### config.mk
export PLATFORM = sky130hd
export DESIGN_NAME = rgbg_register_bank
export DESIGN_NICKNAME = d
export VERILOG_FILES = /design/src/hw/rgbg_pkg.sv /design/src/hw/rgbg_register_bank.sv /design/src/hw/rgbg_channel_regs.sv
export SDC_FILE = /design/constraint.sdc
export NUM_CORES = 1
export LEC_CHECK = 0
export BUFFER_PORTS_ARGS = -buffer_cell sky130_fd_sc_hd__buf_2
export CORE_AREA = 2 2 94 96
export DETAILED_ROUTE_END_ITERATION = 7
export DIE_AREA = 0 0 96 98
export GPL_TIMING_DRIVEN = 0
export PLACE_DENSITY = 0.79
export SLEW_MARGIN = 20
export SYNTH_ARGS = -nofsm -noshare
export SYNTH_HDL_FRONTEND = slang
export SYNTH_SLANG_ARGS = --single-unit
export TNS_END_PERCENT = 20
### constraint.sdc
create_clock -name aclk -period 2 [get_ports aclk]
set_input_delay 0.1 -clock aclk [delete_from_list [all_inputs] [get_ports aclk]]
set_output_delay 0.1 -clock aclk [all_outputs]
set_load 0.05 [all_outputs]
### src/hw/rgbg_pkg.sv
// Shared constants for the colour offset and gain register bank
package rgbg_pkg;

  // Widths
  localparam int IDX_W       = 6;   // Register index width
  localparam int IDX_LSB     = 2;   // Byte address bit where the index starts
  localparam int AXI_ADDR_W  = 8;   // Byte address width on the bus
  localparam int AXI_DATA_W  = 32;  // Bus data width
  localparam int AXI_STRB_W  = 4;   // Byte enables
  localparam int CODE_W      = 8;   // Offset code and gain high part width
  localparam int GAIN_W      = 9;   // Full gain code width
  localparam int NUM_CH      = 3;   // Red, green, blue
  localparam int CH_RED      = 0;
  localparam int CH_GREEN    = 1;
  localparam int CH_BLUE     = 2;
  localparam int GAIN_LOW_BIT = 0;  // Position of the gain low bit in its register
  localparam int LANE0       = 0;   // Byte lane carrying register data

  // Register indices (byte address is four times the index)
  localparam logic [IDX_W-1:0] IDX_RED_OFFSET          = 6'h20;
  localparam logic [IDX_W-1:0] IDX_GREEN_OFFSET        = 6'h21;
  localparam logic [IDX_W-1:0] IDX_BLUE_OFFSET         = 6'h22;
  localparam logic [IDX_W-1:0] IDX_ALL_OFFSET          = 6'h23;
  localparam logic [IDX_W-1:0] IDX_RED_GAIN_LOW        = 6'h24;
  localparam logic [IDX_W-1:0] IDX_GREEN_GAIN_LOW      = 6'h25;
  localparam logic [IDX_W-1:0] IDX_BLUE_GAIN_LOW       = 6'h26;
  localparam logic [IDX_W-1:0] IDX_ALL_GAIN_LOW        = 6'h27;
  localparam logic [IDX_W-1:0] IDX_RED_GAIN_HIGH       = 6'h28;
  localparam logic [IDX_W-1:0] IDX_GREEN_GAIN_HIGH     = 6'h29;
  localparam logic [IDX_W-1:0] IDX_BLUE_GAIN_HIGH      = 6'h2a;
  localparam logic [IDX_W-1:0] IDX_ALL_GAIN_HIGH       = 6'h2b;

  // Per-channel index tables, ordered red, green, blue
  localparam logic [IDX_W-1:0] OFFSET_IDX    [NUM_CH] = '{IDX_RED_OFFSET,
                                                          IDX_GREEN_OFFSET,
                                                          IDX_BLUE_OFFSET};
  localparam logic [IDX_W-1:0] GAIN_LOW_IDX  [NUM_CH] = '{IDX_RED_GAIN_LOW,
                                                          IDX_GREEN_GAIN_LOW,
                                                          IDX_BLUE_GAIN_LOW};
  localparam logic [IDX_W-1:0] GAIN_HIGH_IDX [NUM_CH] = '{IDX_RED_GAIN_HIGH,
                                                          IDX_GREEN_GAIN_HIGH,
                                                          IDX_BLUE_GAIN_HIGH};

  // Reset values
  localparam logic [CODE_W-1:0] OFFSET_RESET    = 8'h80;
  localparam logic [CODE_W-1:0] GAIN_HIGH_RESET = 8'h0c;
  localparam logic              GAIN_LOW_RESET  = 1'h0;

  // Bus responses
  localparam logic [1:0] RESP_OKAY   = 2'h0;
  localparam logic [1:0] RESP_DECERR = 2'h3;

endpackage : rgbg_pkg

### src/hw/rgbg_register_bank.sv
// Colour offset and gain register bank behind an AXI4-Lite slave
//
// Notes on behaviour
// - Red, green, blue 8-bit offset codes at successive addresses, reset to 0x80.
// - Writing the shared offset location loads all three offset codes at once.
// - Each offset code drives its channel offset DAC: 260*(code-127.5)/127.5 mV.
// - Gain low register bit 0 is the gain code LSB; high register gives the rest.
// - Writing the shared gain low location copies bit 0 into all three channels.
// - Each channel's 8-bit gain high register holds bits 8..1, reset to 0x0c.
// - Writing the shared gain high location loads all three high registers.
// - Each 9-bit gain code sets amplifier gain 0.66 + code*7.34/511 V/V.
`timescale 1ns/1ps
`default_nettype none

module rgbg_register_bank #(
  parameter int AW = rgbg_pkg::AXI_ADDR_W     // Byte address width
) (
  input  wire logic                            aclk,                 // Clock, 100 MHz
  input  wire logic                            aresetn,              // Sync reset, low active
  input  wire logic                            ce,                   // Clock enable
  // Write address channel
  input  wire logic [AW-1:0]                   s_axi_awaddr,         // Write byte address
  input  wire logic [2:0]                      s_axi_awprot,         // Unused protection
  input  wire logic                            s_axi_awvalid,        // Write address valid
  output logic                                 s_axi_awready,        // Write address ready
  // Write data channel
  input  wire logic [rgbg_pkg::AXI_DATA_W-1:0] s_axi_wdata,          // Write data
  input  wire logic [rgbg_pkg::AXI_STRB_W-1:0] s_axi_wstrb,          // Byte enables
  input  wire logic                            s_axi_wvalid,         // Write data valid
  output logic                                 s_axi_wready,         // Write data ready
  // Write response channel
  output logic [1:0]                           s_axi_bresp,          // Write response
  output logic                                 s_axi_bvalid,         // Write response valid
  input  wire logic                            s_axi_bready,         // Write response ready
  // Read address channel
  input  wire logic [AW-1:0]                   s_axi_araddr,         // Read byte address
  input  wire logic [2:0]                      s_axi_arprot,         // Unused protection
  input  wire logic                            s_axi_arvalid,        // Read address valid
  output logic                                 s_axi_arready,        // Read address ready
  // Read data channel
  output logic [rgbg_pkg::AXI_DATA_W-1:0]      s_axi_rdata,          // Read data
  output logic [1:0]                           s_axi_rresp,          // Read response
  output logic                                 s_axi_rvalid,         // Read data valid
  input  wire logic                            s_axi_rready,         // Read data ready
  // Codes to the analogue channels
  output logic [rgbg_pkg::CODE_W-1:0]          red_offset_value,     // Red offset DAC code
  output logic [rgbg_pkg::CODE_W-1:0]          green_offset_value,   // Green offset DAC code
  output logic [rgbg_pkg::CODE_W-1:0]          blue_offset_value,    // Blue offset DAC code
  output logic [rgbg_pkg::GAIN_W-1:0]          red_gain_code,        // Red amplifier gain code
  output logic [rgbg_pkg::GAIN_W-1:0]          green_gain_code,      // Green amplifier gain code
  output logic [rgbg_pkg::GAIN_W-1:0]          blue_gain_code        // Blue amplifier gain code
);
  import rgbg_pkg::*;

  // Write path state
  logic              aw_held;
  logic              w_held;
  logic [IDX_W-1:0]  aw_idx_q;
  logic [CODE_W-1:0] w_byte_q;
  logic              w_lane_q;
  logic              next_awready;
  logic              next_wready;
  logic              next_bvalid;
  logic [1:0]        next_bresp;
  logic              next_aw_held;
  logic              next_w_held;
  logic [IDX_W-1:0]  next_aw_idx_q;
  logic [CODE_W-1:0] next_w_byte_q;
  logic              next_w_lane_q;

  // Write path decode
  logic              aw_take;
  logic              w_take;
  logic              wr_fire;
  logic [IDX_W-1:0]  wr_idx;
  logic [CODE_W-1:0] wr_byte;
  logic              wr_lane;
  logic              wr_hit;
  logic              wr_en;

  // Read path state and decode
  logic                  ar_take;
  logic [IDX_W-1:0]      rd_idx;
  logic                  rd_hit;
  logic [AXI_DATA_W-1:0] rd_word;
  logic                  next_arready;
  logic                  next_rvalid;
  logic [AXI_DATA_W-1:0] next_rdata;
  logic [1:0]            next_rresp;

  // Per-channel strobes and stored codes
  logic [NUM_CH-1:0] ch_wr_offset;
  logic [NUM_CH-1:0] ch_wr_gain_low;
  logic [NUM_CH-1:0] ch_wr_gain_high;
  logic [CODE_W-1:0] ch_offset [NUM_CH];
  logic [GAIN_W-1:0] ch_gain   [NUM_CH];

  // Index of the word addressed on each channel
  assign wr_idx  = aw_held ? aw_idx_q : s_axi_awaddr[IDX_LSB +: IDX_W];
  assign rd_idx  = s_axi_araddr[IDX_LSB +: IDX_W];
  assign wr_byte = w_held ? w_byte_q : s_axi_wdata[CODE_W-1:0];
  assign wr_lane = w_held ? w_lane_q : s_axi_wstrb[LANE0];

  // Write address hit: channel registers plus the shared locations
  always_comb begin
    wr_hit = 1'b0;
    for (int c = 0; c < NUM_CH; c++) begin
      if (wr_idx == OFFSET_IDX[c] || wr_idx == GAIN_LOW_IDX[c] ||
          wr_idx == GAIN_HIGH_IDX[c]) begin
        wr_hit = 1'b1;
      end
    end
    if (wr_idx == IDX_ALL_OFFSET || wr_idx == IDX_ALL_GAIN_LOW ||
        wr_idx == IDX_ALL_GAIN_HIGH) begin
      wr_hit = 1'b1;
    end
  end

  // Per-channel strobes; shared locations fan out to every channel
  always_comb begin
    for (int c = 0; c < NUM_CH; c++) begin
      ch_wr_offset[c]    = wr_en && (wr_idx == OFFSET_IDX[c] ||
                                     wr_idx == IDX_ALL_OFFSET);
      ch_wr_gain_low[c]  = wr_en && (wr_idx == GAIN_LOW_IDX[c] ||
                                     wr_idx == IDX_ALL_GAIN_LOW);
      ch_wr_gain_high[c] = wr_en && (wr_idx == GAIN_HIGH_IDX[c] ||
                                     wr_idx == IDX_ALL_GAIN_HIGH);
    end
  end

  // Write handshake: address and data taken in either order, then a response
  always_comb begin
    aw_take       = s_axi_awvalid && s_axi_awready;
    w_take        = s_axi_wvalid && s_axi_wready;
    next_aw_held  = aw_held || aw_take;
    next_w_held   = w_held || w_take;
    next_aw_idx_q = aw_take ? s_axi_awaddr[IDX_LSB +: IDX_W] : aw_idx_q;
    next_w_byte_q = w_take ? s_axi_wdata[CODE_W-1:0] : w_byte_q;
    next_w_lane_q = w_take ? s_axi_wstrb[LANE0] : w_lane_q;
    next_bvalid   = s_axi_bvalid && !s_axi_bready;
    next_bresp    = s_axi_bresp;
    wr_fire       = next_aw_held && next_w_held && !s_axi_bvalid;
    wr_en         = wr_fire && wr_hit && wr_lane;
    if (wr_fire) begin
      next_aw_held = 1'b0;
      next_w_held  = 1'b0;
      next_bvalid  = 1'b1;
      next_bresp   = wr_hit ? RESP_OKAY : RESP_DECERR;
    end
    next_awready = !next_aw_held && !next_bvalid;
    next_wready  = !next_w_held && !next_bvalid;
  end

  // Write path registers
  always_ff @(posedge aclk) begin
    if (!aresetn) begin
      s_axi_awready <= 1'b0;
      s_axi_wready  <= 1'b0;
      s_axi_bvalid  <= 1'b0;
      s_axi_bresp   <= RESP_OKAY;
      aw_held       <= 1'b0;
      w_held        <= 1'b0;
      aw_idx_q      <= '0;
      w_byte_q      <= '0;
      w_lane_q      <= 1'b0;
    end else if (ce) begin
      s_axi_awready <= next_awready;
      s_axi_wready  <= next_wready;
      s_axi_bvalid  <= next_bvalid;
      s_axi_bresp   <= next_bresp;
      aw_held       <= next_aw_held;
      w_held        <= next_w_held;
      aw_idx_q      <= next_aw_idx_q;
      w_byte_q      <= next_w_byte_q;
      w_lane_q      <= next_w_lane_q;
    end
  end

  // Read decode; gain low reads keep bits 7..1 zero, shared locations read zero
  always_comb begin
    rd_hit  = 1'b0;
    rd_word = '0;
    for (int c = 0; c < NUM_CH; c++) begin
      if (rd_idx == OFFSET_IDX[c]) begin
        rd_hit               = 1'b1;
        rd_word[CODE_W-1:0]  = ch_offset[c];
      end
      if (rd_idx == GAIN_LOW_IDX[c]) begin
        rd_hit                = 1'b1;
        rd_word[GAIN_LOW_BIT] = ch_gain[c][GAIN_LOW_BIT];
      end
      if (rd_idx == GAIN_HIGH_IDX[c]) begin
        rd_hit               = 1'b1;
        rd_word[CODE_W-1:0]  = ch_gain[c][GAIN_W-1:1];
      end
    end
    if (rd_idx == IDX_ALL_OFFSET || rd_idx == IDX_ALL_GAIN_LOW ||
        rd_idx == IDX_ALL_GAIN_HIGH) begin
      rd_hit = 1'b1;
    end
  end

  // Read handshake: one read under way, data held until taken
  always_comb begin
    ar_take     = s_axi_arvalid && s_axi_arready;
    next_rvalid = s_axi_rvalid && !s_axi_rready;
    next_rdata  = s_axi_rdata;
    next_rresp  = s_axi_rresp;
    if (ar_take) begin
      next_rvalid = 1'b1;
      next_rdata  = rd_word;
      next_rresp  = rd_hit ? RESP_OKAY : RESP_DECERR;
    end
    next_arready = !next_rvalid;
  end

  // Read path registers
  always_ff @(posedge aclk) begin
    if (!aresetn) begin
      s_axi_arready <= 1'b0;
      s_axi_rvalid  <= 1'b0;
      s_axi_rdata   <= '0;
      s_axi_rresp   <= RESP_OKAY;
    end else if (ce) begin
      s_axi_arready <= next_arready;
      s_axi_rvalid  <= next_rvalid;
      s_axi_rdata   <= next_rdata;
      s_axi_rresp   <= next_rresp;
    end
  end

  // One register set per colour channel
  for (genvar c = 0; c < NUM_CH; c++) begin : g_ch
    rgbg_channel_regs #(
      .CW            (CODE_W),
      .OFFSET_RST    (OFFSET_RESET),
      .GAIN_HIGH_RST (GAIN_HIGH_RESET),
      .GAIN_LOW_RST  (GAIN_LOW_RESET)
    ) u_regs (
      .aclk         (aclk),
      .aresetn      (aresetn),
      .ce           (ce),
      .wr_offset    (ch_wr_offset[c]),
      .wr_gain_low  (ch_wr_gain_low[c]),
      .wr_gain_high (ch_wr_gain_high[c]),
      .wr_data      (wr_byte),
      .offset_code  (ch_offset[c]),
      .gain_code    (ch_gain[c])
    );
  end

  // Stored codes go straight to the offset DACs and amplifiers
  assign red_offset_value   = ch_offset[CH_RED];
  assign green_offset_value = ch_offset[CH_GREEN];
  assign blue_offset_value  = ch_offset[CH_BLUE];
  assign red_gain_code      = ch_gain[CH_RED];
  assign green_gain_code    = ch_gain[CH_GREEN];
  assign blue_gain_code     = ch_gain[CH_BLUE];

endmodule : rgbg_register_bank

`default_nettype wire

### src/hw/rgbg_channel_regs.sv
// Offset and gain code registers of one colour channel
`timescale 1ns/1ps
`default_nettype none

module rgbg_channel_regs #(
  parameter int                      CW            = rgbg_pkg::CODE_W,
  parameter logic [CW-1:0]           OFFSET_RST    = rgbg_pkg::OFFSET_RESET,
  parameter logic [CW-1:0]           GAIN_HIGH_RST = rgbg_pkg::GAIN_HIGH_RESET,
  parameter logic                    GAIN_LOW_RST  = rgbg_pkg::GAIN_LOW_RESET
) (
  input  wire logic          aclk,          // Clock
  input  wire logic          aresetn,       // Sync reset, low active
  input  wire logic          ce,            // Clock enable
  input  wire logic          wr_offset,     // Load offset code
  input  wire logic          wr_gain_low,   // Load gain low bit
  input  wire logic          wr_gain_high,  // Load gain high bits
  input  wire logic [CW-1:0] wr_data,       // Write byte
  output logic      [CW-1:0] offset_code,   // Stored offset code
  output logic      [CW:0]   gain_code      // Stored gain code
);
  import rgbg_pkg::*;

  logic [CW-1:0] next_offset_code;
  logic [CW:0]   next_gain_code;

  // Next codes from the decoded strobes
  always_comb begin
    next_offset_code = offset_code;
    next_gain_code   = gain_code;
    if (wr_offset) begin
      next_offset_code = wr_data;
    end
    if (wr_gain_low) begin
      next_gain_code[GAIN_LOW_BIT] = wr_data[GAIN_LOW_BIT];
    end
    if (wr_gain_high) begin
      next_gain_code[CW:1] = wr_data;
    end
  end

  // Registers, frozen while ce is low
  always_ff @(posedge aclk) begin
    if (!aresetn) begin
      offset_code <= OFFSET_RST;
      gain_code   <= {GAIN_HIGH_RST, GAIN_LOW_RST};
    end else if (ce) begin
      offset_code <= next_offset_code;
      gain_code   <= next_gain_code;
    end
  end

endmodule : rgbg_channel_regs

`default_nettype wire

==> results.md <==
- Final worst slack: -3.36 ps
- Sinks on the clock net: slightly above 80
- Post-Synthesis Cells: between 400 and 500
- Average wire length per cell after detail routing: between 15 and 20 um
- Share of post-route cells with drive strength above 1: between 30% and 40%
- Hold violation total from the final report: 0
- N_diodes: 0
- Share of the core filled with cells in the final layout: around three fifths
- Number of top-level pins: 158
- Max Buffers Root-to-Sink: 2
- CTS tree: yes
- Remaining max-slew budget at the tightest pin: 46.7%
- Filler instances: 720
- Post-synthesis sequential area ratio: 41.2%
- Critical path required time: around 2300 ps
- Post-layout power: about 0.0034 W
- Initial antenna violation count: 0
- Critical path endpoint category: flip-flop
- # H-tree levels: 3
- Number of placed cells counting well taps: around 660
- Max cap viols: 0
- Kind of launch point of the worst setup path: flip-flop
- Setup-violating endpoint count in the final report: 1
- Number of buffers added by the clock tree synthesis step: 9
- Final-layout worst hold slack: around 2.2 ps
- Number of global-route vias before repair: about 3,400
- Cell leakage power: 2.59 nW
- Total count of max-transition violations in the final report: 0
- Violations in the final reports: negative setup slack
- Area contributors post-synth: dfxtp_1 41%, mux2i_1 17%, nand2_1 7.3%, buf_4 5.2%, mux2_2 3.1%
- Remaining antenna violation count: 0
- Routability congestion estimate from global placement: a little under 0.9
- Pin count of the biggest net entering global routing: 16
- Die Ht: roughly 98 um
- Maximum VDD drop: 412 uV
- Cell Area, Synth: approximately 4000 um2
- Signed area change from the synthesized netlist to the final layout: 26.3%
- Data arrival time of the critical path: 2290 ps
- Post-layout net count: ~640
- Achievable clock frequency: ~500 MHz
- Clock period minus worst slack: 2000 ps
- Drt via density: 5.46
- Ratio of final minimum period to clock period: 100%
- RSZ-0062 raised after global routing: true
- DR DRC count: 0
- Detailed Routing Iterations Pass 1: 5
- Power density normalized to cell area: about 670 nW/um2
- Drt total wl: about 11 mm
- Cell type with the highest aggregate area in the netlist: dfxtp_1
- Die boundary width: 96 um
- Core footprint: about 8500 um2
- Sum of negative setup slack: -3.36 ps
- Path category of the worst min-delay check: input port to flip-flop
- Die Outline Area: 9410 um2
- Starting density of the core: a little under half
- Area share of the largest cell type after synthesis: 41.2%
- Async S/R FF share, synth: 0%
- Buffers added on ports: 94
- Root Driver: clkbuf_8
- Total via count in the routed design: 3,738
- Worst-case clock skew: about 16 ps
- Total routing usage reported by global routing: between 20% and 30%
- Number of non-filler instances in the completed layout: ~680
- Number of distinct library cells after synthesis: 45
- Number of synthesized flops with an enable pin: 0
- Result of the run: finished, violations left
- Critical path class: flip-flop to flip-flop
- Worst-Skew Late Latency: roughly 370 ps
- Congestion Overflow GR: 0
- Std-Cell Rows: 34
- Clock-pin slew reported for the worst setup and hold paths after clock tree synthesis: around 90 ps
- Maximum net fanout on the critical path: 10
- First-iteration detailed-routing DRC count: a little under 300
- Synthesis Warnings: 0
- Average instance area after synthesis: roughly 9.4 um2
- Flip-flop and latch count after synthesis: 83
- Wire length of the first global-routing pass: 17.6 mm
- DP Wirelength: 8.39 mm
- Slew @ Worst Pin: roughly 800 ps
- Most frequently used flop master after synthesis: dfxtp_1
-- repair_timing --
| item | 4_1_cts | 5_1_grt |
|---|---|---|
| endpoints found under the setup margin | 33 | 34 |
| hold buffers | 9 | 0 |
| buffers inserted | 0 | 4 |
| hold endpoints to repair | 9 | 0 |
| resized for setup | 2 | 7 |
| pin swaps | 1 | 1 |
-- worst max-delay path, cell delays in order (launching register included) --
cell and delay (ps):
dfxtp_2 340, or3b_4 390, a2111oi_4 430, buf_6 230, nand4_4 270, mux2i_1 270
-- path summary, 6_finish.rpt --
kind                                  from                                       end  slack, ps  depth (start not counted)
setup / recovery      aw_held$_SDFFE_PN0P_  g_ch[2].u_regs.gain_code[1]$_SDFFE_PN0P_         -3                          5
hold / removal              s_axi_wdata[4]                  w_byte_q[4]$_SDFFE_PN0P_          2                          3
setup reg to reg      aw_held$_SDFFE_PN0P_  g_ch[2].u_regs.gain_code[1]$_SDFFE_PN0P_         -3                          5
hold reg to reg   w_byte_q[0]$_SDFFE_PN0P_                  w_byte_q[0]$_SDFFE_PN0P_        460                          2
-- cells in the mapped netlist, types with 3 or more instances --
library cell,number
dfxtp_1,83
nand2_1,78
mux2i_1,67
buf_4,28
nor2_1,28
a21oi_1,19
clkbuf_1,13
nand3_1,13
mux2_2,11
inv_1,8
o31ai_1,6
a2bb2oi_1,5
mux4_2,5
nand2b_1,5
or3_1,5
and2_1,4
a31oi_1,3
and3_1,3
buf_1,3
nand3b_1,3
nand4_2,3
nand4_4,3
nor3_1,3
o21ai_0,3
o22ai_1,3
-- kinds of logic (layout without fill, tap and decap cells) --
kind of cell | after synthesis | count (layout) | share of synthesized area, %
XOR/XNOR | 2 | 2 | 0.434
flip-flops | 83 | 83 | 41.2
AO/OA/AOI/OAI | 48 | 48 | 8.12
multiplexers | 83 | 83 | 22.5
other | 1 | 24 | 0.0929
buffers and inverters | 54 | 177 | 7.84
AND/OR/NAND/NOR | 159 | 159 | 19.9
-- through the flow --
| step | setup slack, ps | cell area, um2 |
|---|---|---|
| floorplan | 22.9 | 4120 |
| global placement | -84.2 | 4730 |
| detailed placement | -168 | 4730 |
| CTS | -4.13 | 5020 |
| global route | -54.0 | 5100 |
| finish | -3.36 | 5100 |
-- power by group --
part / internal, W / switching (W) / leakage [nW] / total [W]
registers: 0.00167 / 0.0000148 / 0.671 / 0.00168
clock network: 0.000583 / 0.000654 / 0.0923 / 0.00124
logic: 0.000151 / 0.000334 / 1.83 / 0.000485
total: 0.00240 / 0.00100 / 2.59 / 0.00341
-- final cells by class --
cell class	instances	area (um2)	area share (%)
Multi-Input combinational cell	316	2190	43.0
Clock inverter	7	75.1	1.47
Timing Repair Buffer	107	594	11.7
Tap cell	108	135	2.65
Inverter	8	30.0	0.589
Sequential cell	83	1660	32.6
Clock buffer	9	124	2.43
Buffer	46	287	5.62
-- cells in the final DEF, fill, tap and decap left out, drive strengths merged, types with 8 or more instances in the layout --
master	count
nand4	8
buf	131
mux2	11
dlygate4sd3	9
nand3	13
dfxtp	83
a21oi	19
inv	10
conb	24
nand2	78
clkbuf	22
mux2i	67
nor2	29
-- routing by layer --
layer / part of all wire [%] / up-vias / GRT usage (%)
met5: 0 / - / 0
met4: 3.7 / 0 / 10.2
met3: 8.7 / 44 / 6.10
met2: 49 / 202 / 40.0
met1: 39 / 1759 / 31.1
li1: - / 1733 / -
-- flip-flops by register name (all words and copies together) (netlist names) --
register / cells
aw_held: 1
w_held: 1
g_ch.u_regs.offset_code: 24
aw_idx_q: 6
s_axi_rvalid: 1
s_axi_wready: 1
s_axi_bvalid: 1
s_axi_rresp: 1
s_axi_awready: 1
s_axi_arready: 1
g_ch.u_regs.gain_code: 27
w_byte_q: 8
w_lane_q: 1
s_axi_rdata: 8
s_axi_bresp: 1
(Power assumes the default switching activity.)
